===== config.mk =====
export PLATFORM = sky130hd
export DESIGN_NAME = lpw_wake_sources
export DESIGN_NICKNAME = d
export VERILOG_FILES = /design/src/pkg/lpw_pkg.sv /design/src/logic/lpw_wake_sources.sv
export VERILOG_INCLUDE_DIRS = /design/src /design/src/pkg
export SDC_FILE = /design/constraint.sdc
export NUM_CORES = 1
export LEC_CHECK = 0
export ABC_CLOCK_PERIOD_IN_PS = 6100
export CORE_ASPECT_RATIO = 0.5
export CORE_MARGIN = 1.5
export CORE_UTILIZATION = 45
export CTS_BUF_LIST = sky130_fd_sc_hd__clkbuf_8
export DETAILED_ROUTE_END_ITERATION = 8
export DONT_BUFFER_PORTS = 1
export PLACE_DENSITY = 0.67
export SETUP_SLACK_MARGIN = 0.15
export SYNTH_ARGS = -nofsm -noshare
export SYNTH_HDL_FRONTEND = slang
export SYNTH_SLANG_ARGS = --single-unit

===== constraint.sdc =====
create_clock -name ref_clk -period 6.1 [get_ports ref_clk]
set_input_delay 0 -clock ref_clk [delete_from_list [all_inputs] [get_ports ref_clk]]
set_output_delay 0 -clock ref_clk [all_outputs]
set_load 0.01 [all_outputs]

===== src/pkg/lpw_defs.svh =====
// Offsets, field positions and reset values of the wake-up source block
`ifndef LPW_DEFS_SVH
`define LPW_DEFS_SVH
`define LPW_OFS_LOW_POWER_CTRL 8'h00
`define LPW_OFS_PORT3_WAKE_FLAGS 8'h1c
`define LPW_OFS_PORT3_WAKE_ENABLE 8'h20
`define LPW_OFS_PERIPHERAL_WAKE_FLAGS 8'h30
`define LPW_OFS_PERIPHERAL_WAKE_ENABLE 8'h34
`define LPW_OFS_RETAINED_SCRATCH_0 8'h48
`define LPW_OFS_RETAINED_SCRATCH_1 8'h4c
`define LPW_OFS_IRQ_STATUS 8'h60
`define LPW_OFS_IRQ_ENABLE 8'h64
`define LPW_OFS_IRQ_CLEAR 8'h68
`define LPW_OFS_POWER_MGMT 8'h6c
`define LPW_BIT_FLAG_CLEAR_ALL 31
`define LPW_BIT_RESET_WAKE 17
`define LPW_BIT_BACKUP_WAKE 16
`define LPW_BIT_COMPARATOR_ZERO_WAKE_WAKE 4
`define LPW_BIT_GLOBAL_PIN_WAKE 0
`define LPW_PORT3_MASK 32'h0000_0003
`define LPW_PERIPH_FLAG_MASK 32'h0003_0010
`define LPW_PERIPH_EN_MASK 32'h07ff_ff10
`define LPW_RESET_VALUE 32'h0000_0000
`define LPW_PERIPH_LO 8
`define LPW_PERIPH_HI 26
`define LPW_IRQ_PIN_WAKE 0
`define LPW_IRQ_PERIPH_WAKE 1
`define LPW_IRQ_WAKE_DONE 2
`endif


===== src/pkg/lpw_pkg.sv =====
// Types of the wake-up source block
package lpw_pkg;
  typedef struct packed {
    logic [7:0] addr;
    logic [31:0] wdata;
    logic wr;
    logic rd;
  } lpw_bus_req_t;
  typedef enum logic [1:0] {LPW_ACTIVE, LPW_LOW_POWER, LPW_WAKING} lpw_state_t;
endpackage : lpw_pkg


===== src/logic/lpw_wake_sources.sv =====
// Wake-up source collection, wake flags, retained scratch and wake interrupt
//
// Operation
// - Enabled port-3 pin level change wakes device from low power to active
// - Pin wake event sets that pin's flag bit
// - Pin wake also needs the global pin wake enable set
// - Peripheral flag bit 17 records wake caused by external reset
// - Peripheral flag bit 16 records wake from backup mode
// - Peripheral flag bit 4 records wake by comparator zero
// - Enable bit 26 gates low-power comparator wake
// - Enable bits 25 and 24 gate SPI port-1 and I2S wake
// - Enable bits 23 to 21 gate I2C 2, 1, 0 wake
// - Enable bits 20 to 17 gate UART 3 to 0 wake
// - Enable bits 16 to 11 gate timers 5 to 0 wake
// - Enable bit 10 gates secondary core wake
// - Enable bits 9 and 8 gate watchdog one and zero wake
// - Enable bit 0 blocks, 1 allows; all reset to 0
// - Two 32-bit scratch registers reset to 0 and retain through low power
// - Pin flag set on either edge in any power mode
// - Writing bit 31 of control clears all flags, then self-clears
`timescale 1ns/1ps
`default_nettype none
`include "lpw_defs.svh"

module lpw_wake_sources (
  input wire logic ref_clk, // System clock, 125 MHz
  input wire logic rstn, // Asynchronous reset, active low
  input wire logic [7:0] reg_addr, // Register byte address
  input wire logic [31:0] reg_wdata, // Write data
  input wire logic reg_wr, // Write strobe
  input wire logic reg_rd, // Read strobe
  output logic [31:0] reg_rdata, // Read data, cycle after strobe
  input wire logic [1:0] port3_pin, // Port-3 wake pins, asynchronous
  input wire logic [31:0] periph_irq, // Peripheral interrupts by enable bit
  input wire logic ext_reset_wake, // Wake caused by external reset, pulse
  input wire logic backup_wake, // Wake from backup mode, pulse
  input wire logic comparator_zero_wake, // Comparator zero wake trigger, pulse
  input wire logic sleep_req, // Processor requests low power, pulse
  output logic low_power_state, // High while in low power
  output logic wake_req, // One-cycle wake request
  output logic irq // Level interrupt
);
  lpw_pkg::lpw_bus_req_t bus;
  lpw_pkg::lpw_state_t state_reg, state_next;
  logic rst_s1_reg, rst_sync_reg;
  logic [1:0] pin_s1_reg, pin_s2_reg, pin_last_reg;
  logic [31:0] p3_en_reg, p3_flag_reg, p3_flag_next;
  logic [31:0] pw_en_reg, pw_flag_reg, pw_flag_next;
  logic [31:0] scratch0_reg, scratch1_reg;
  logic clear_all_reg, gpw_en_reg;
  logic [2:0] ist_reg, ist_next, ien_reg;
  logic [31:0] rdata_next;

  assign bus = '{addr: reg_addr, wdata: reg_wdata, wr: reg_wr, rd: reg_rd};

  function automatic logic wr_hit(input lpw_pkg::lpw_bus_req_t b, input logic [7:0] ofs);
    wr_hit = b.wr && (b.addr == ofs);
  endfunction : wr_hit

  // Reset release through two flops
  always_ff @(posedge ref_clk or negedge rstn)
  begin
    if (!rstn)
    begin
      rst_s1_reg <= 1'b0;
      rst_sync_reg <= 1'b0;
    end
    else
    begin
      rst_s1_reg <= 1'b1;
      rst_sync_reg <= rst_s1_reg;
    end
  end

  // Pin synchronisers; edge detect compares second stage with the third stage after it
  always_ff @(posedge ref_clk or negedge rst_sync_reg)
  begin
    if (!rst_sync_reg)
    begin
      pin_s1_reg <= 2'h0;
      pin_s2_reg <= 2'h0;
      pin_last_reg <= 2'h0;
    end
    else
    begin
      pin_s1_reg <= port3_pin;
      pin_s2_reg <= pin_s1_reg;
      pin_last_reg <= pin_s2_reg;
    end
  end

  wire pins_primed;
  logic primed_reg, primed2_reg;
  always_ff @(posedge ref_clk or negedge rst_sync_reg)
  begin
    if (!rst_sync_reg)
    begin
      primed_reg <= 1'b0;
      primed2_reg <= 1'b0;
    end
    else
    begin
      primed_reg <= 1'b1;
      primed2_reg <= primed_reg;
    end
  end
  assign pins_primed = primed2_reg;

  wire [1:0] pin_edge = pins_primed ? (pin_s2_reg ^ pin_last_reg) : 2'h0;
  wire [31:0] pin_evt = {30'h0, pin_edge};
  wire pin_wake = gpw_en_reg && |(pin_edge & p3_en_reg[1:0]);

  // Peripheral gating, one enable bit per source
  wire [31:0] periph_gated;
  genvar g;
  generate
    for (g = 0; g < 32; g = g + 1)
    begin : gate_gen
      if (g >= `LPW_PERIPH_LO && g <= `LPW_PERIPH_HI)
      begin : live
        assign periph_gated[g] = periph_irq[g] & pw_en_reg[g];
      end
      else
      begin : dead
        assign periph_gated[g] = 1'b0;
      end
    end
  endgenerate
  wire periph_wake = |periph_gated;

  wire [31:0] pw_evt = {14'h0, ext_reset_wake, backup_wake, 11'h0, comparator_zero_wake, 4'h0};
  wire comp_wake = comparator_zero_wake && pw_en_reg[`LPW_BIT_COMPARATOR_ZERO_WAKE_WAKE];
  wire any_wake = pin_wake || periph_wake || comp_wake || ext_reset_wake || backup_wake;

  wire w_ctrl = wr_hit(bus, `LPW_OFS_LOW_POWER_CTRL);
  wire w_p3f = wr_hit(bus, `LPW_OFS_PORT3_WAKE_FLAGS);
  wire w_pwf = wr_hit(bus, `LPW_OFS_PERIPHERAL_WAKE_FLAGS);
  wire [31:0] p3_clr = clear_all_reg ? 32'hffff_ffff : (w_p3f ? bus.wdata : 32'h0);
  wire [31:0] pw_clr = clear_all_reg ? 32'hffff_ffff : (w_pwf ? bus.wdata : 32'h0);

  assign p3_flag_next = ((p3_flag_reg & ~p3_clr) | pin_evt) & `LPW_PORT3_MASK;
  assign pw_flag_next = ((pw_flag_reg & ~pw_clr) | pw_evt) & `LPW_PERIPH_FLAG_MASK;

  // Power state sequence
  always_comb
  begin
    state_next = state_reg;
    unique case (state_reg)
      lpw_pkg::LPW_ACTIVE: if (sleep_req) state_next = lpw_pkg::LPW_LOW_POWER;
      lpw_pkg::LPW_LOW_POWER: if (any_wake) state_next = lpw_pkg::LPW_WAKING;
      lpw_pkg::LPW_WAKING: state_next = lpw_pkg::LPW_ACTIVE;
      default: state_next = lpw_pkg::LPW_ACTIVE;
    endcase
  end
  assign low_power_state = (state_reg == lpw_pkg::LPW_LOW_POWER);
  assign wake_req = (state_reg == lpw_pkg::LPW_WAKING);

  wire [2:0] ievt = {wake_req, |pw_evt, |pin_evt};
  wire [2:0] iclr = wr_hit(bus, `LPW_OFS_IRQ_CLEAR) ? bus.wdata[2:0] : 3'h0;
  assign ist_next = (ist_reg & ~iclr) | ievt;
  assign irq = |(ist_reg & ien_reg);

  always_comb
  begin
    unique case (bus.addr)
      `LPW_OFS_LOW_POWER_CTRL: rdata_next = {clear_all_reg, 31'h0};
      `LPW_OFS_PORT3_WAKE_FLAGS: rdata_next = p3_flag_reg;
      `LPW_OFS_PORT3_WAKE_ENABLE: rdata_next = p3_en_reg;
      `LPW_OFS_PERIPHERAL_WAKE_FLAGS: rdata_next = pw_flag_reg;
      `LPW_OFS_PERIPHERAL_WAKE_ENABLE: rdata_next = pw_en_reg;
      `LPW_OFS_RETAINED_SCRATCH_0: rdata_next = scratch0_reg;
      `LPW_OFS_RETAINED_SCRATCH_1: rdata_next = scratch1_reg;
      `LPW_OFS_IRQ_STATUS: rdata_next = {29'h0, ist_reg};
      `LPW_OFS_IRQ_ENABLE: rdata_next = {29'h0, ien_reg};
      `LPW_OFS_POWER_MGMT: rdata_next = {31'h0, gpw_en_reg};
      default: rdata_next = 32'h0;
    endcase
  end

  always_ff @(posedge ref_clk or negedge rst_sync_reg)
  begin
    if (!rst_sync_reg)
    begin
      state_reg <= lpw_pkg::LPW_ACTIVE;
      p3_en_reg <= `LPW_RESET_VALUE;
      pw_en_reg <= `LPW_RESET_VALUE;
      p3_flag_reg <= `LPW_RESET_VALUE;
      pw_flag_reg <= `LPW_RESET_VALUE;
      scratch0_reg <= `LPW_RESET_VALUE;
      scratch1_reg <= `LPW_RESET_VALUE;
      clear_all_reg <= 1'b0;
      gpw_en_reg <= 1'b0;
      ist_reg <= 3'h0;
      ien_reg <= 3'h0;
      reg_rdata <= 32'h0;
    end
    else
    begin
      state_reg <= state_next;
      p3_flag_reg <= p3_flag_next;
      pw_flag_reg <= pw_flag_next;
      ist_reg <= ist_next;
      clear_all_reg <= w_ctrl && bus.wdata[`LPW_BIT_FLAG_CLEAR_ALL];
      reg_rdata <= bus.rd ? rdata_next : 32'h0;
      if (wr_hit(bus, `LPW_OFS_PORT3_WAKE_ENABLE))
        p3_en_reg <= bus.wdata & `LPW_PORT3_MASK;
      if (wr_hit(bus, `LPW_OFS_PERIPHERAL_WAKE_ENABLE))
        pw_en_reg <= bus.wdata & `LPW_PERIPH_EN_MASK;
      if (wr_hit(bus, `LPW_OFS_RETAINED_SCRATCH_0))
        scratch0_reg <= bus.wdata;
      if (wr_hit(bus, `LPW_OFS_RETAINED_SCRATCH_1))
        scratch1_reg <= bus.wdata;
      if (wr_hit(bus, `LPW_OFS_POWER_MGMT))
        gpw_en_reg <= bus.wdata[`LPW_BIT_GLOBAL_PIN_WAKE];
      if (wr_hit(bus, `LPW_OFS_IRQ_ENABLE))
        ien_reg <= bus.wdata[2:0];
    end
  end
endmodule : lpw_wake_sources
`default_nettype wire


==> reports/results.txt, run 1 <==
TritonCTS created 17 clock buffers. The maximum fanout encountered on the critical timing path is 3. The startpoint identified for the worst register-to-register timing path is pw_en_reg[20].

The share of Yosys cell area claimed by the top area cell type works out to 59.0%. Counting along the longest clock path gives a buffer depth of 2. From left edge to right edge, the die measures 167 um. The tools report the total global routing track utilization as 21.4%. Sorting the synthesized cells by area gives the leading types as sky130_fd_sc_hd__dfrtp_1 59%, sky130_fd_sc_hd__mux2_2 7.2%, sky130_fd_sc_hd__mux2_1 5.9%. Dividing the detail-routed wire length by the instance count gives 20.9 um. The clock reaches the later pin of the worst-skew pair after 420 ps. The first global-routing pass estimated 23200 um of wire. The Yosys step of the flow raised 0 warnings. Counting every sink on the clock net gives 143.

The ratio of routed vias to standard cells was 5.70; the mapped cell area was 0.00606 mm2. After synthesis, the mean cell area works out to 13.6 um2. The setup skew after layout was 10.5 ps. Setup repair after global routing left no endpoint under its margin.

For this run, the post-layout net count is 585. Summing over every cut layer, the via total after detailed routing is 3907. For this configuration, the core starts out at a cell density of 46.9%. The run gives 117 as the total I/O pin count. For the count of inserted antenna diode cells, the log shows 0.

Critical path class: flip-flop to flip-flop. The clock period minus worst slack came out at 2780 ps. Across the run, the number of max-cap violations was 0.

The number of different library cells used by synthesis comes to 48. STA classifies the critical path startpoint as a flip-flop. The worst hold path terminates at clear_all_reg. For this run, design rule violations remaining after detail routing come to 0.

Root buffer selected by CTS: sky130_fd_sc_hd__clkbuf_8. The flow ran to the end, and the final reports show no timing, DRC or antenna violations. The congestion estimate from routability-driven global placement came to 0.833.

The most used flip-flop cell after synthesis is sky130_fd_sc_hd__dfrtp_1. TritonCTS built the clock tree. The detail route stage leaves a number of antenna-violating nets equal to 0. Synthesis handed over a netlist of 447 instances. Final-report hold violation count: 0. Die area: 0.0142 mm2.

For the core region area, the log shows 0.0129 mm2. The clock transition time at the flip-flop clock pins of the worst setup and hold paths was 80 ps. The slew at the pin closest to its max-slew limit was 1070 ps. After floorplanning, the core was divided into 29 placement rows. The worst register-to-register path has a setup slack of 3320 ps. The worst pin sits at a relative slew slack of 28.4%. In the finished design, the share of the clock period the worst path needs comes to 45.6%. For this run, the top clock speed supported by timing is 0.360 GHz.

The share of post-route cells with drive strength above 1 is 21.0%, and the layout overhead on the synthesized area is 16.6%. For this block, the initial DRC count from the detailed router was 308. Number of max-slew violations in the final report: 0.

The worst setup path is captured at a flip-flop. The proportion of synthesized chip area in sequential cells is 59.0%. The biggest area contributor in the post-synthesis netlist is sky130_fd_sc_hd__dfrtp_1. In this run the worst setup path begins at pw_en_reg[20].

The run gives 0 ps as the setup total negative slack. The count of buffers added on input and output ports is 0. For the post-detailed-placement half-perimeter wirelength, the log shows 8580 um. The worst min-delay path class is input port to flip-flop. The post-route total power came out at 1.80 mW. The top cell types in the final layout, fill and taps aside, are 142 x sky130_fd_sc_hd__dfrtp_1, 57 x sky130_fd_sc_hd__dlygate4sd3_1, 39 x sky130_fd_sc_hd__mux2_2. Setup violations remaining at the end of the flow were counted as 0.

The height of the chip is 85.1 um. The worst-case IR drop observed on VDD is 0.106 mV. The critical path required time came out at 6420 ps. Once the clock tree was built, the setup fixing pass inserted 0 buffers. The overall routed net length is 14300 um, and the via count of the first global-routing pass is 4251.

The worst hold path passes through 3 cells. The startpoint of the worst hold path was reg_addr[7]. Data arrives at the worst endpoint at 3100 ps. The library cell used most frequently in the layout, excluding fill and tap cells, is sky130_fd_sc_hd__dfrtp_1.

The total overflow left after global routing is 0. The endpoint identified for the worst register-to-register timing path is state_reg[1]. Counting flops with a built-in enable in the synthesized netlist gives 0.

The cell area power density is 255 mW/mm2. Initial antenna violation count: 0. The run gives 3.22 nW as the leakage power figure. The proportion of register bits with asynchronous set or reset after synthesis is 100%.

The number of cell instances on the worst register-to-register path was 7. The synthesized design contains 143 register bits. The tools report the maximum number of pins on one net before global-route repair as 74. The first-pass iteration count of the detailed router was 6; the number of levels the H-tree was split into was 4.
## final cells by class
cell class,instances,area [um2]
clock buffer,19,262
clock inverter,12,72.6
fill,1096,5850
inverter,3,11.3
multi-input combinational,278,2340
sequential,143,3580
tap,170,213
timing repair buffer,60,593
## cell usage after synthesis (4+ instances only)
library cell	n
sky130_fd_sc_hd__nor2b_1	8
sky130_fd_sc_hd__clkbuf_1	7
sky130_fd_sc_hd__a2bb2oi_1	20
sky130_fd_sc_hd__nor2_1	32
sky130_fd_sc_hd__mux2_1	32
sky130_fd_sc_hd__dfrtp_1	143
sky130_fd_sc_hd__a31o_2	5
sky130_fd_sc_hd__a22oi_1	38
sky130_fd_sc_hd__and3_1	4
sky130_fd_sc_hd__mux2_4	20
sky130_fd_sc_hd__nand3_1	9
sky130_fd_sc_hd__buf_6	8
sky130_fd_sc_hd__buf_2	8
sky130_fd_sc_hd__a21oi_1	8
sky130_fd_sc_hd__mux2_2	39
sky130_fd_sc_hd__nand2_1	20
## power breakdown
group / leakage, nW / switching, mW / internal [mW] / total [mW]
logic: 1.14 / 0.0615 / 0.0688 / 0.130
clock network: 0.171 / 0.361 / 0.296 / 0.656
registers: 1.91 / 0.0329 / 0.984 / 1.02
## how the worst max path moves through the flow
stage / slack [ps] / cells past startpoint / to
final: 3320 / 7 / state_reg[1]
after CTS: 3340 / 6 / scratch1_reg[8]
after detailed placement: 3520 / 5 / scratch1_reg[9]
after global placement: 3510 / 5 / scratch0_reg[11]
after floorplan: 1820 / 0 / clear_all_reg
after global routing: 3120 / 6 / scratch1_reg[8]
## worst max-delay path, cell delays in order (launching register included)
cell                            delay, ps
sky130_fd_sc_hd__dfrtp_1              430
sky130_fd_sc_hd__a22o_1               220
sky130_fd_sc_hd__a221oi_1             290
sky130_fd_sc_hd__nand4_1              140
sky130_fd_sc_hd__dlygate4sd3_1        580
sky130_fd_sc_hd__a2111o_1             300
sky130_fd_sc_hd__dlygate4sd3_1        560
sky130_fd_sc_hd__and2_1               160
## through the flow
stage / util (%) / instance area (um2) / hold WS [ps] / worst slack, ps / instances
after floorplan: - / 6070 / -296 / 1820 / 448
after detailed placement: 47.7 / 6160 / -295 / 3520 / 597
after CTS: 54.7 / 7070 / 5.03 / 3340 / 685
final: 54.7 / 7070 / 38.0 / 3320 / 685
after global routing: 54.7 / 7070 / 42.8 / 3120 / 685
after global placement: 47.7 / 6160 / -295 / 3510 / 597
## metal layers
metal  up-vias  routed length [um]  track usage [%]
met5         -                   0                0
met4         0                 338             9.34
met3        26                 684             4.80
met2       113                6700             34.2
met1      2014                6570             28.4
li1       1754                   -                -
## kinds of logic after synthesis
family	Yosys count	synth area share [%]
flip-flops	143	59.0
AND/OR/NAND/NOR	94	8.13
multiplexers	92	18.3
AO/OA/AOI/OAI	88	11.3
buffers and inverters	27	2.89
XOR/XNOR	2	0.289
other	1	0.0619
## what timing repair did
action,4_1_cts,5_1_grt
endpoints found under the hold margin,111,0
hold buffers,57,0
gates resized for setup,0,0
No activity file was read; power rests on OpenSTA's default activity.
==> run 2, diff against run 1 <==
--- a/config.mk
+++ b/config.mk
@@ -6,7 +6,7 @@
 export SDC_FILE = /design/constraint.sdc
 export NUM_CORES = 1
 export LEC_CHECK = 0
-export ABC_CLOCK_PERIOD_IN_PS = 6100
+export ABC_CLOCK_PERIOD_IN_PS = 2700
 export CORE_ASPECT_RATIO = 0.5
 export CORE_MARGIN = 1.5
 export CORE_UTILIZATION = 45
==> constraint.sdc (replaced) <==
create_clock -name ref_clk -period 2.7 [get_ports ref_clk]
set_input_delay 0 -clock ref_clk [delete_from_list [all_inputs] [get_ports ref_clk]]
set_output_delay 0 -clock ref_clk [all_outputs]
set_load 0.01 [all_outputs]
==> reports/results.txt, run 2 (synthesis results as in run 1) <==
The first-pass iteration count of the detailed router was 4 (-2); the number of levels the H-tree was split into was 4 (unchanged). Count of hold buffers inserted by post-cts repair: 56 (-1.8%). The worst-skew pair later-pin latency was 420 ps (about the same); the cell area power density was 625 mW/mm2 (+150%). The run gives 0 (unchanged) as the number of remaining DRC errors. The maximum number of pins on one net before global-route repair was 61 (-18%); the utilization after layout was 56.1% (+1.4 points). For the setup slack on the worst flop-to-flop path, the log shows 280 ps (-3040 ps). The layout overhead on the synthesized area works out to 19.6%. The die area was 0.0142 mm2 (unchanged). Number of port buffers: 0 (unchanged). Walking the worst path, the cells encountered are a22o_1, a221oi_1, nand3_1, a2111o_1, dlygate4sd3_1, and2_1. The tools report the highest clock frequency the design can meet as 0.413 GHz (+15%). The leakage power figure came out at 3.31 nW (+2.8%). The TritonCTS sink count is 143 (unchanged). The remaining number of nets flagged by the antenna check after routing is 0 (unchanged), and the CTS buffer count is 17 (unchanged).

The run gives 691 (+0.88%) as the final instance count without filler cells. The critical path class is flip-flop to flip-flop. The slew at the pin closest to its max-slew limit was 921 ps (-153 ps). The setup skew after layout was 12.8 ps (+2.29 ps). Largest incremental delay on the critical path: 570 ps (about the same).

The run gives 0 (unchanged) as the count of inserted antenna diode cells. Setup repair after global routing left no endpoint under its margin. The total number of vias came out at 3989 (+2.1%).

The logs give 21.2% (-0.22 points) for the total global routing track utilization and 22800 um (-1.8%) for the global-route wire length before repair. The core region area is 0.0129 mm2 (unchanged). The data arrival at the endpoint of the critical path was 2740 ps (-360 ps); the x dimension of the die was 167 um (unchanged). The startpoint of the worst hold path was reg_addr[7]. The clock period minus worst slack works out to 2420 ps (-358 ps).

Among all stages on the critical path, the largest delay is contributed by sky130_fd_sc_hd__dlygate4sd3_1. The setup total negative slack was 0 ps (unchanged); the number of design-rule violations left by the first detailed-router iteration was 302 (-1.9%). TritonCTS built the clock tree. Final weighted congestion of routability-driven global placement: 0.847 (+1.7%). Clock transition time at the flip-flop clock pins of the worst setup and hold paths: 80 ps (about the same). The run finished with clean final reports.

The maximum fanout encountered on the critical timing path works out to 3 (unchanged). For the filler cell count, the log shows 1073 (-2.1%). The number of endpoints failing setup at the final stage was 0 (unchanged); the number of max-slew violations in the final report was 0 (unchanged). In the layout the commonest cells are 142 x sky130_fd_sc_hd__dfrtp_1, 56 x sky130_fd_sc_hd__dlygate4sd3_1, 39 x sky130_fd_sc_hd__mux2_2. The root buffer selected by CTS is sky130_fd_sc_hd__clkbuf_8.

The startpoint class of the critical path was a flip-flop. The run gives 0.00358 mm2 (unchanged) as the register cell area after layout. The worst min-delay path class was input port to flip-flop.

The ratio of routed vias to standard cells works out to 5.77 (+1.2%). Placement row count: 29 (unchanged). The average detailed-routed wire length per instance came out at 20.5 um (-1.9%).

The share of the cycle needed by the critical path after routing works out to 89.7% (+44 points). The number of buffers inserted to repair setup after CTS is 0 (unchanged), and the share of post-route cells with drive strength above 1 is 21.9% (+0.91 points). The count of maximum capacitance violations came out at 0 (unchanged). The tools report the overall routed net length as 14100 um (-1.1%). The area of the multi-input gates was 0.00234 mm2 (unchanged). The worst-case clock buffer depth is 2 (unchanged). The logs give 0.321 mV (+200%) for the largest voltage drop on the vdd net and 3020 ps (-3400 ps) for the critical path required time. The worst setup path is captured at a flip-flop. The startpoint identified for the worst register-to-register timing path is pw_en_reg[11].

The initial antenna violation count was 0 (unchanged). The commonest non-fill, non-tap cell in the layout was sky130_fd_sc_hd__dfrtp_1. The tools report the overflow left after global routing as 0 (unchanged).

The final-report hold violation count is 0 (unchanged), and the height of the chip is 85.1 um (unchanged). The setup slack of the critical path after layout is 278 ps (-3040 ps), and the post-placement worst setup slack is 597 ps (-2930 ps). The via count of the first global-routing pass is 4198 (-1.2%), and the post-detailed-placement half-perimeter wirelength is 8940 um (+4.2%). The cell count after placement is 603 (+1.0%). The tools report the startpoint of the most critical setup path as pw_en_reg[11]. The starting density of the core was 46.9% (unchanged).

The logs give 117 (unchanged) for the total I/O pin count and 590 (+0.85%) for the number of nets in the final layout. The worst slew margin relative to its limit is 38.4% (+10 points), and the total of cells resized after clock tree synthesis is 0 (unchanged).
run 2: per-stage QoR:
stage | hold WS (ps) | power (mW) | area, um2
2_1_floorplan | -296 | 2.49 | 6070
3_3_place_gp | -295 | 2.54 | 6230
3_5_place_dp | -296 | 2.55 | 6230
4_1_cts | 8.73 | 4.58 | 7250
5_1_grt | 17.2 | 4.72 | 7250
6_report | 25.1 | 4.53 | 7250
run 2: final timing paths:
kind,endpoint,cells past startpoint
setup / recovery,state_reg[1],6
hold / removal,reg_rdata[17],3
setup reg to reg,state_reg[1],6
hold reg to reg,reg_rdata[3],0
max in group asynchronous,scratch0_reg[10],1
min in group asynchronous,reg_rdata[3],0
run 2: layout make-up:
cell class,instances,share of cell area (%)
Tap cell,170,2.93
Clock inverter,15,3.04
Multi-Input combinational cell,278,32.2
Timing Repair Buffer,65,9.01
Sequential cell,143,49.4
Clock buffer,17,3.23
Inverter,3,0.155
run 2: report_power, final:
part	switching, mW	internal, mW
Sequential	0.0643	2.22
Combinational	0.149	0.160
Clock	0.838	1.10
Total	1.05	3.48
run 2: critical path, delay by kind of cell, from the launching register on:
| family | cells | cell delay, ps |
|---|---|---|
| buf+inv | 1 | 570 |
| simple gates | 2 | 420 |
| compound gates | 3 | 910 |
| flops | 1 | 420 |
run 2: per-layer routing:
metal | part of all wire, % | vias to the layer above | track usage, %
met5 | 0 | - | 0
met4 | 0.91 | 0 | 6.72
met3 | 6.3 | 12 | 6.25
met2 | 48 | 143 | 35.1
met1 | 44 | 2074 | 27.0
li1 | - | 1760 | -
